`src/hw/cmpc_regs.svh`:
```
// register offsets, field positions and reset values of the comparator control block
// Functional notes
// - enable bit 15 turns channel on/off; other fields stay untouched
// - drive enable bit 14 puts result on output pin, else pin released
// - invert bit 13 flips comparator output before any use
// - status bit 8 reads current result, one when high
// - edge select 11 raises an event on rising and falling edges
// - edge select 10 raises an event only on falling edges
// - edge select 01 raises an event only on rising edges
// - edge select 00 raises no event at all
// - positive select bit 4: one picks ladder reference, zero picks pin A
// - negative select 1-0: 00 B, 01 C, 10 D, 11 fixed reference
// - inversion also feeds event logic, so edges swap meaning
// - unimplemented bits, including 31-26 and 12-9, read zero, ignore writes
`ifndef CMPC_REGS_SVH
`define CMPC_REGS_SVH
`define CMPC_CTRL_ADDR 4'h0
`define CMPC_BIT_ENABLE 15
`define CMPC_BIT_DRIVE 14
`define CMPC_BIT_INVERT 13
`define CMPC_BIT_STATUS 8
`define CMPC_EDGE_HI 7
`define CMPC_EDGE_LO 6
`define CMPC_BIT_PSEL 4
`define CMPC_NSEL_HI 1
`define CMPC_NSEL_LO 0
`define CMPC_WRITE_MASK 32'h0000_E0D3
`define CMPC_RESET_VALUE 32'h0000_00C3
`endif

```
`src/hw/cmpc_pkg.sv`:
```
// types shared by the comparator control block
package cmpc_pkg;
    typedef enum logic [1:0] {
        CMPC_EDGE_NONE = 2'h0,
        CMPC_EDGE_RISE = 2'h1,
        CMPC_EDGE_FALL = 2'h2,
        CMPC_EDGE_BOTH = 2'h3
    } cmpc_edge_t;
    typedef enum logic [1:0] {
        CMPC_NEG_PIN_B = 2'h0,
        CMPC_NEG_PIN_C = 2'h1,
        CMPC_NEG_PIN_D = 2'h2,
        CMPC_NEG_FIXED = 2'h3
    } cmpc_nsel_t;
endpackage

```
`src/hw/cmpc_evt_if.sv`:
```
// synchronised result and event settings between control and edge logic
`timescale 1ns/100ps
interface cmpc_evt_if;
    import cmpc_pkg::*;
    logic level;
    cmpc_edge_t edge_sel;
    logic pulse;
    modport ctrl (output level, output edge_sel, input pulse);
    modport det (input level, input edge_sel, output pulse);
endinterface

```
`src/hw/cmpc_top.sv`:
```
// comparator channel control register, input routing and event logic
//
// Design decisions made here: the register offsets and the plain strobed port.
`timescale 1ns/100ps
`include "cmpc_regs.svh"
module cmpc_top (
    // clock and reset
    input wire logic clk,
    input wire logic srst,
    // register port
    input wire logic [3:0] reg_addr,
    input wire logic [31:0] reg_wdata,
    input wire logic reg_wr,
    input wire logic reg_rd,
    output logic [31:0] reg_rdata,
    // analog core control
    output logic core_enable,
    output logic positive_input_select,
    output cmpc_pkg::cmpc_nsel_t negative_input_select,
    input wire logic core_result,
    // output pin
    output logic result_output_pin_o,
    output logic result_output_pin_oe_n,
    // event
    output logic cmp_event
);
    import cmpc_pkg::*;

    logic [31:0] ctrl_q;
    logic [31:0] rdata_q;
    logic raw_sync;
    logic level_q;
    logic pin_q;
    logic pin_oe_n_q;
    logic hit;
    cmpc_evt_if evt ();

    function automatic logic [31:0] cmpc_merge(input logic [31:0] old, input logic [31:0] wd);
        cmpc_merge = (old & ~`CMPC_WRITE_MASK) | (wd & `CMPC_WRITE_MASK);
    endfunction

    assign hit = (reg_addr == `CMPC_CTRL_ADDR);

    // fields are written together; enable changes nothing else
    always_ff @(posedge clk) begin
        if (srst) begin
            ctrl_q <= `CMPC_RESET_VALUE;
        end else if (reg_wr && hit) begin
            ctrl_q <= cmpc_merge(ctrl_q, reg_wdata);
        end
    end

    cmpc_sync u_sync (
        .clk(clk),
        .srst(srst),
        .async_in(core_result),
        .sync_out(raw_sync)
    );

    // an off channel reports a steady low rather than a floating core
    always_ff @(posedge clk) begin
        if (srst) begin
            level_q <= 1'b0;
        end else begin
            level_q <= ctrl_q[`CMPC_BIT_ENABLE] & (raw_sync ^ ctrl_q[`CMPC_BIT_INVERT]);
        end
    end

    assign evt.level = level_q;
    assign evt.edge_sel = cmpc_edge_t'(ctrl_q[`CMPC_EDGE_HI:`CMPC_EDGE_LO]);

    cmpc_edge u_edge (
        .clk(clk),
        .srst(srst),
        .evt(evt)
    );
    assign cmp_event = evt.pulse;

    always_ff @(posedge clk) begin
        if (srst) begin
            pin_q <= 1'b0;
            pin_oe_n_q <= 1'b1;
        end else begin
            pin_q <= level_q;
            pin_oe_n_q <= ~ctrl_q[`CMPC_BIT_DRIVE];
        end
    end
    assign result_output_pin_o = pin_q;
    assign result_output_pin_oe_n = pin_oe_n_q;

    assign core_enable = ctrl_q[`CMPC_BIT_ENABLE];
    assign positive_input_select = ctrl_q[`CMPC_BIT_PSEL];
    assign negative_input_select = cmpc_nsel_t'(ctrl_q[`CMPC_NSEL_HI:`CMPC_NSEL_LO]);

    // unmapped addresses read zero
    always_ff @(posedge clk) begin
        if (srst) begin
            rdata_q <= 32'h0000_0000;
        end else if (reg_rd && hit) begin
            rdata_q <= ctrl_q | ({31'h0000_0000, level_q} << `CMPC_BIT_STATUS);
        end else begin
            rdata_q <= 32'h0000_0000;
        end
    end
    assign reg_rdata = rdata_q;

    property p_wr_mask;
        @(posedge clk) disable iff (srst)
        reg_wr && hit |=> (ctrl_q & ~`CMPC_WRITE_MASK) == 32'h0000_0000;
    endproperty
    a_wr_mask: assert property (p_wr_mask) else $error("reserved bit stored");

    property p_enable_keeps;
        @(posedge clk) disable iff (srst)
        reg_wr && hit |=> ctrl_q[`CMPC_BIT_ENABLE] == $past(reg_wdata[`CMPC_BIT_ENABLE]);
    endproperty
    a_enable_keeps: assert property (p_enable_keeps) else $error("enable not taken");

    property p_drive;
        @(posedge clk) disable iff (srst)
        ctrl_q[`CMPC_BIT_DRIVE] ##1 ctrl_q[`CMPC_BIT_DRIVE] |-> !result_output_pin_oe_n;
    endproperty
    a_drive: assert property (p_drive) else $error("pin not driven");

    property p_invert;
        @(posedge clk) disable iff (srst)
        ctrl_q[`CMPC_BIT_ENABLE] |=> level_q == ($past(raw_sync) ^ $past(ctrl_q[`CMPC_BIT_INVERT]));
    endproperty
    a_invert: assert property (p_invert) else $error("inversion wrong");

    property p_status;
        @(posedge clk) disable iff (srst)
        reg_rd && hit |=> reg_rdata[`CMPC_BIT_STATUS] == $past(level_q);
    endproperty
    a_status: assert property (p_status) else $error("status bit wrong");

    property p_rise;
        @(posedge clk) disable iff (srst)
        $rose(level_q) && ctrl_q[`CMPC_EDGE_LO] && $stable(ctrl_q) |=> cmp_event;
    endproperty
    a_rise: assert property (p_rise) else $error("rising event missed");

    property p_fall;
        @(posedge clk) disable iff (srst)
        $fell(level_q) && ctrl_q[`CMPC_EDGE_HI] && $stable(ctrl_q) |=> cmp_event;
    endproperty
    a_fall: assert property (p_fall) else $error("falling event missed");

    property p_none;
        @(posedge clk) disable iff (srst)
        $past(ctrl_q[`CMPC_EDGE_HI:`CMPC_EDGE_LO]) == 2'h0 |-> !cmp_event;
    endproperty
    a_none: assert property (p_none) else $error("event while disabled");

    property p_single;
        @(posedge clk) disable iff (srst)
        cmp_event |=> !cmp_event;
    endproperty
    a_single: assert property (p_single) else $error("event longer than a cycle");

    property p_select;
        @(posedge clk) disable iff (srst)
        reg_wr && hit |=> negative_input_select == cmpc_nsel_t'($past(reg_wdata[1:0]));
    endproperty
    a_select: assert property (p_select) else $error("negative select wrong");

    property p_psel;
        @(posedge clk) disable iff (srst)
        reg_wr && hit |=> positive_input_select == $past(reg_wdata[`CMPC_BIT_PSEL]);
    endproperty
    a_psel: assert property (p_psel) else $error("positive select wrong");

    // an off channel must not leave a stale level behind for the edge logic
    property p_disabled_low;
        @(posedge clk) disable iff (srst)
        !ctrl_q[`CMPC_BIT_ENABLE] |=> !level_q;
    endproperty
    a_disabled_low: assert property (p_disabled_low) else $error("level high while off");

    property p_pin_data;
        @(posedge clk) disable iff (srst)
        1'b1 |=> result_output_pin_o == $past(level_q);
    endproperty
    a_pin_data: assert property (p_pin_data) else $error("pin data not processed level");

    property p_pin_release;
        @(posedge clk) disable iff (srst)
        !ctrl_q[`CMPC_BIT_DRIVE] |=> result_output_pin_oe_n;
    endproperty
    a_pin_release: assert property (p_pin_release) else $error("pin driven while off");

    property p_rdata_idle;
        @(posedge clk) disable iff (srst)
        !(reg_rd && hit) |=> reg_rdata == 32'h0000_0000;
    endproperty
    a_rdata_idle: assert property (p_rdata_idle) else $error("read data not zero");

    property p_rdata_reserved;
        @(posedge clk) disable iff (srst)
        reg_rd && hit |=> (reg_rdata & ~(`CMPC_WRITE_MASK | 32'h0000_0100)) == 32'h0000_0000;
    endproperty
    a_rdata_reserved: assert property (p_rdata_reserved) else $error("reserved bit read");

    property p_both;
        @(posedge clk) disable iff (srst)
        $changed(level_q) && ctrl_q[`CMPC_EDGE_HI:`CMPC_EDGE_LO] == 2'h3 |=> cmp_event;
    endproperty
    a_both: assert property (p_both) else $error("edge event missed");

    property p_rise_only;
        @(posedge clk) disable iff (srst)
        $past(ctrl_q[`CMPC_EDGE_HI:`CMPC_EDGE_LO]) == 2'h1 && cmp_event |-> $past(level_q);
    endproperty
    a_rise_only: assert property (p_rise_only) else $error("event on falling edge");

    property p_fall_only;
        @(posedge clk) disable iff (srst)
        $past(ctrl_q[`CMPC_EDGE_HI:`CMPC_EDGE_LO]) == 2'h2 && cmp_event |-> !$past(level_q);
    endproperty
    a_fall_only: assert property (p_fall_only) else $error("event on rising edge");

    // a pulse needs a level change one cycle before it, never a held level
    property p_pulse_edge;
        @(posedge clk) disable iff (srst)
        cmp_event |-> $past(level_q) != $past(level_q, 2);
    endproperty
    a_pulse_edge: assert property (p_pulse_edge) else $error("event without edge");

    c_rise: cover property (@(posedge clk) disable iff (srst) cmp_event && level_q);
    c_fall: cover property (@(posedge clk) disable iff (srst) cmp_event && !level_q);
    c_inv: cover property (@(posedge clk) disable iff (srst)
        ctrl_q[`CMPC_BIT_INVERT] && cmp_event);
    c_read: cover property (@(posedge clk) disable iff (srst)
        reg_rd && hit ##1 reg_rdata[`CMPC_BIT_STATUS]);
endmodule

```
`src/hw/cmpc_sync.sv`:
```
// two-flop synchroniser for the asynchronous comparator result
`timescale 1ns/100ps
module cmpc_sync (
    // clock and reset
    input wire logic clk,
    input wire logic srst,
    // levels
    input wire logic async_in,
    output logic sync_out
);
    import cmpc_pkg::*;
    logic meta_q;
    always_ff @(posedge clk) begin
        if (srst) begin
            meta_q <= 1'b0;
            sync_out <= 1'b0;
        end else begin
            meta_q <= async_in;
            sync_out <= meta_q;
        end
    end
endmodule

```
`src/hw/cmpc_edge.sv`:
```
// edge detection and event qualification
`timescale 1ns/100ps
module cmpc_edge (
    // clock and reset
    input wire logic clk,
    input wire logic srst,
    // event carrier
    cmpc_evt_if.det evt
);
    import cmpc_pkg::*;
    logic prev_q;
    logic pulse_q;
    logic rise;
    logic fall;
    assign rise = evt.level & ~prev_q;
    assign fall = ~evt.level & prev_q;
    always_ff @(posedge clk) begin
        if (srst) begin
            prev_q <= 1'b0;
        end else begin
            prev_q <= evt.level;
        end
    end
    always_ff @(posedge clk) begin
        if (srst) begin
            pulse_q <= 1'b0;
        end else begin
            unique case (evt.edge_sel)
                CMPC_EDGE_BOTH: pulse_q <= rise | fall;
                CMPC_EDGE_FALL: pulse_q <= fall;
                CMPC_EDGE_RISE: pulse_q <= rise;
                CMPC_EDGE_NONE: pulse_q <= 1'b0;
            endcase
        end
    end
    assign evt.pulse = pulse_q;
endmodule

```
`config.mk`:
```
export PLATFORM = sky130hd
export DESIGN_NAME = cmpc_top
export DESIGN_NICKNAME = d
export VERILOG_FILES = /design/src/hw/cmpc_pkg.sv /design/src/hw/cmpc_evt_if.sv /design/src/hw/cmpc_top.sv /design/src/hw/cmpc_sync.sv /design/src/hw/cmpc_edge.sv
export VERILOG_INCLUDE_DIRS = /design/src /design/src/hw
export SDC_FILE = /design/constraint.sdc
export NUM_CORES = 1
export LEC_CHECK = 0
export BUFFER_PORTS_ARGS = -buffer_cell sky130_fd_sc_hd__buf_4
export CORE_MARGIN = 2
export CORE_UTILIZATION = 38
export CTS_CLUSTER_SIZE = 28
export DETAILED_ROUTE_END_ITERATION = 10
export PLACE_DENSITY = 0.78
export SLEW_MARGIN = 20
export SYNTH_ARGS = -nofsm -noshare
export SYNTH_HDL_FRONTEND = slang
export SYNTH_SLANG_ARGS = --single-unit
```
`constraint.sdc`:
```
create_clock -name clk -period 1.6 [get_ports clk]
set_clock_uncertainty 0.15 [all_clocks]
set_input_delay 0.08 -clock clk [delete_from_list [all_inputs] [get_ports clk]]
set_output_delay 0.08 -clock clk [all_outputs]
set_load 0.05 [all_outputs]
```
## Word level (Yosys, flattened, before mapping)

Cells that the tools add are included.

| cells by class | value |
|---|---|
| muxes and demuxes | 1 |
| reductions and logical operators | 5 |
| equality and inequality tests | 3 |
| bitwise logic cells | 11 |

Operators with widths:

| kind | count |
|---|---|
| 32-bit by 16-bit bitwise OR with 32-bit output | 1 |
| 32-bit by 9-bit bitwise OR with 32-bit output | 1 |
| 2-bit equality test, second input constant | 2 |
| 4-bit logical NOT | 1 |
| 1-bit NOT | 4 |
| 1-bit case mux with 4 select lines | 1 |
| 1-bit bitwise AND | 3 |
| 2-bit by 1-bit equality test with 1-bit output, second input constant | 1 |
| 1-bit logical AND | 2 |
| 2-bit logical NOT | 1 |
| 2-bit OR reduction | 1 |
| 1-bit bitwise OR | 1 |
| 1-bit bitwise XOR | 1 |

| storage, ports and cells | value |
|---|---|
| input bits | 41 |
| flip-flop bits (word level) | 70 |
| output and inout port bits | 39 |
| logic and storage cells | 28 |

## Longest topological paths before layout

| logic depth | value |
|---|---|
| word-level depth | 4 |
| depth in mapped cells | 5 |
| gate-level depth less buffers | 5 |

## Hierarchy

Synthesis repeated with hierarchy kept, for this count alone.

| second synthesis, totals | value |
|---|---|
| cell total of the unflattened synthesis | 104 |
| area, all modules | 1017.2 um^2 |

By module, submodules not included:

| module | area each (um^2) | instances | sequential area each (um^2) | cells each |
|---|---|---|---|---|
| cmpc_top | 862.1 | 1 | 400.4 | 89 |
| cmpc_edge | 102.6 | 1 | 40.0 | 11 |
| cmpc_sync | 52.6 | 1 | 40.0 | 4 |

## Worst setup path after synthesis

Ideal clock, no wire load.

| timing path | value |
|---|---|
| path kind | flip-flop to flip-flop |
| from | register u_edge.prev_q |
| to | register u_edge.pulse_q, in the netlist u_edge.evt.pulse |
| required time | 1318 ps |
| buffers on the path | 0 |
| period minus slack after synthesis | 1475 ps |
| setup slack | 125 ps |
| cell stages (with the launch flop) | 6 |
| library setup time | 132 ps |
| arrival time | 1193 ps |
| path through | dfxtp_1 > inv_1 > ha_1 > nand2_1 > o211ai_1 > a21oi_1 |

| between the ends | value |
|---|---|
| word-level cells in the longest chain between the ends | 4 |
| elaborated cells between the ends (all ways) | 5 |
| classes of those cells | 1 x mux; 4 x bitwise |

RTL lines:

| item | line | RTL |
|---|---|---|
| from (decl) | cmpc_edge.sv:11 | `logic prev_q;` |
| from (signal assigned) | cmpc_edge.sv:21 | `prev_q <= evt.level;` |
| 1-bit NOT | cmpc_edge.sv:15 | `assign rise = evt.level & ~prev_q;` |
| 1-bit bitwise AND | cmpc_edge.sv:15 |  |
| 1-bit bitwise OR | cmpc_edge.sv:29 | `CMPC_EDGE_BOTH: pulse_q <= rise \| fall;` |
| 1-bit case mux with 4 select lines * | cmpc_edge.sv:28 | `unique case (evt.edge_sel)` |
| to (signal assigned) | cmpc_edge.sv:29 |  |
| to (signal assigned) | cmpc_edge.sv:30 | `CMPC_EDGE_FALL: pulse_q <= fall;` |
| to (signal assigned) | cmpc_edge.sv:31 | `CMPC_EDGE_RISE: pulse_q <= rise;` |
| to (decl) | cmpc_edge.sv:12 | `logic pulse_q;` |

Every way passes the cells marked *; elsewhere a longest branch is shown, timed or not.
A chain may end at the register's enable or synchronous reset.

## Worst setup path after layout

| timing path | value |
|---|---|
| from | input srst |
| to | register u_sync.meta_q |

RTL lines:

| item | line | RTL |
|---|---|---|
| from (decl) | cmpc_top.sv:9 | `input wire logic srst,` |
| to (signal assigned) | cmpc_sync.sv:18 | `meta_q <= async_in;` |
| to (decl) | cmpc_sync.sv:12 | `logic meta_q;` |

No word-level cell between the ends.

==> results.toml <==
[status]
outcome = "finished clean"

[yosys]
synthCells = 103
async_flop_share_pct = 0
yosys_warnings = 0
synth_top_family_by_area = "buffers and inverters"
synth-edff-count = 0
synth_seq_cells = 23
synth_compound_area_share_pct = 5.290
syn-cell-area_sq_um = 993.5
avgSynthCellArea_sq_um = 9.645
yosysTopAreaCellShare_pct = 46.35
ys_types = 24
synth_ff_type = "dfxtp_1"
synth_mux_area_share_pct = 4.030
synthSimpleGateAreaFrac_pct = 19.65
synthAdderAreaFrac_pct = 2.519
ys_top_cells_by_area = "dfxtp_1, buf_4, and2_1, mux2i_1, nor2_1"
ys_seq_area_share_pct = 46.35
synthXorXnorAreaFrac_pct = 0.8816
yosys.area.top_type = "dfxtp_1"

[detailed_routing]
routed-via-count = 745
wl_per_cell_um = 9.927
drc = 0
ant_nets = 0
dr.pass1.iters = 4
wl_mm = 1.777
drtIter0Drc = 9
avgViaCountPerCell = 4.162

[global_route]
grt_pass1_wl_mm = 2.808
gr-total-overflow = 0
first_global_vias = 655
antenna_found_initial = 0
grt_max_degree = 20
grt_use_total_pct = 12.73

[setup_path]
r2r-end = "u_edge.evt.pulse"
endpoint = "u_sync.meta_q"
required_ns = 1.66
ff2ff_path_depth = 5
end_kind = "register"
path_max_fanout = 19
crit_path_start = "srst"
r2r_setup_slack_ns = 0.40
crit_arrival_ns = 1.46
r2r-start = "u_edge.prev_q"
critPathLaunchType = "primary input"
crit_type = "primary input to register"

[timing]
setup_viol = 0
hold_viol_final = 0
post-route-period-util_pct = 87.46
tns_ns = 0
period_needed_ns = 1.399
max_freq_mhz = 714.6
slew_viol_final = 0
rsz0062_at_grt = "no"

[place]
dp_hpwl_mm = 1.187
gp_congestion = 0.7741
port_buffers = 32

[floorplan]
start_util_pct = 40.10
dieHeight_um = 55.13
design.core.area_sq_um = 2477
die_width_um = 55.13
rows = 18
die-area_sq_um = 3039
ios = 80

[final_layout]
final_cell_mix = "buf_4, conb_1, dfxtp_1, dlygate4sd3_1"
nets = 193
fillers = 226
finish.utilization_pct = 54.24
final_common_cell = "buf_4"
drive_above_1_share_pct = 26.85
syn2layout_area_growth_pct = 35.26
num_antenna_cells = 0

[power_and_ir_drop]
power_density_nw_per_um2 = 796.2
ir_worst_vdd_uv = 400.7
p_total_mw = 1.070
leakagePower_nw = 0.5917

[hold_path]
hold_class = "primary input to register"
holdCritStartpoint = "reg_rd"

[clock_tree]
clk_pin_slew_worst_paths_ns = 0.13
cts_sinks = 23
cts_root_buf = "clkbuf_4"
cts_inserted_buffers = 3
cts_tree = "built"
h-tree-depth = 1
cts_setup_buffers = 0
clockBufferDepth = 2
clk-insertion-delay-late_ns = 0.30

[job]
maxCapViolCount = 0
metal layers:
layer	wire, um	global-route usage, %	vias to the layer above
li1	-	-	375
met1	693	14.52	328
met2	894	23.21	36
met3	153	2.151	6
met4	36	5.285	0
met5	0	0	-
sequential cells by signal, summed over array words and instances, names as in the netlist:
name / cells
u_edge.prev_q: 1
u_sync.meta_q: 1
reg_rdata: 9
ctrl_q: 8
result_output_pin_oe_n: 1
evt.level: 1
u_sync.sync_out: 1
u_edge.evt.pulse: 1
logic make-up after synthesis:
logic type / Yosys count
other: 1
adder cells (fa/ha/maj): 2
AND/OR/NAND/NOR: 32
XOR/XNOR: 1
buffers and inverters: 30
multiplexers: 4
flip-flops: 23
AO/OA/AOI/OAI: 10
cell usage after synthesis (2+ instances only):
cell	number
nor2b_1	2
and2_1	9
o21ai_0	4
dfxtp_1	23
a21oi_1	5
inv_1	3
mux2i_1	4
nor2_1	9
buf_4	25
ha_1	2
nand3_1	4
report_power, final:
part / total, mW / switching [mW] / internal, mW
Sequential: 0.582 / 0.00300 / 0.579
Combinational: 0.216 / 0.159 / 0.0571
Clock: 0.272 / 0.177 / 0.0950
Total: 1.07 / 0.339 / 0.731
final cells by class:
cell class                 instances  area [sq um]  area share [%]
inverter                           3         11.26          0.8380
timing repair buffer              47         390.4           29.05
sequential                        23         460.4           34.26
tap                               30         37.54           2.793
clock inverter                     1         7.507          0.5587
multi-input combinational         72         414.1           30.82
clock buffer                       3         22.52           1.676
worst min-delay path by stage:
stage / slack (ns) / cells after the start / end
floorplan: 0.06 / 1 / u_sync.meta_q
global placement: 0.15 / 2 / u_sync.meta_q
detailed placement: 0.16 / 2 / u_sync.meta_q
CTS: 0.08 / 4 / ctrl_q[7]
global route: 0.08 / 3 / reg_rdata[15]
finish: 0.08 / 3 / reg_rdata[8]
timing repair:
item,CTS,global route
hold endpoints to repair,14,0
setup endpoints to repair,0,3
gates resized for setup,0,1
hold buffers,15,0
metrics by stage:
stage | hold WS (ns) | setup slack, ns | instances | cell area, sq um
3_3_place_gp | 0.1511 | 0.05886 | 160 | 1157
5_1_grt | 0.08324 | 0.1461 | 179 | 1344
4_1_cts | 0.07938 | 0.1711 | 179 | 1338
3_5_place_dp | 0.1588 | 0.04211 | 160 | 1157
2_1_floorplan | 0.05818 | 0.1246 | 125 | 1076
6_report | 0.08099 | 0.2007 | 179 | 1344
critical path: stages:
cell and delay (ns):
dlygate4sd3_1 0.53, buf_4 0.24, nor2b_1 0.07, dlygate4sd3_1 0.55
Note: power is estimated with default switching activity, not from simulation.
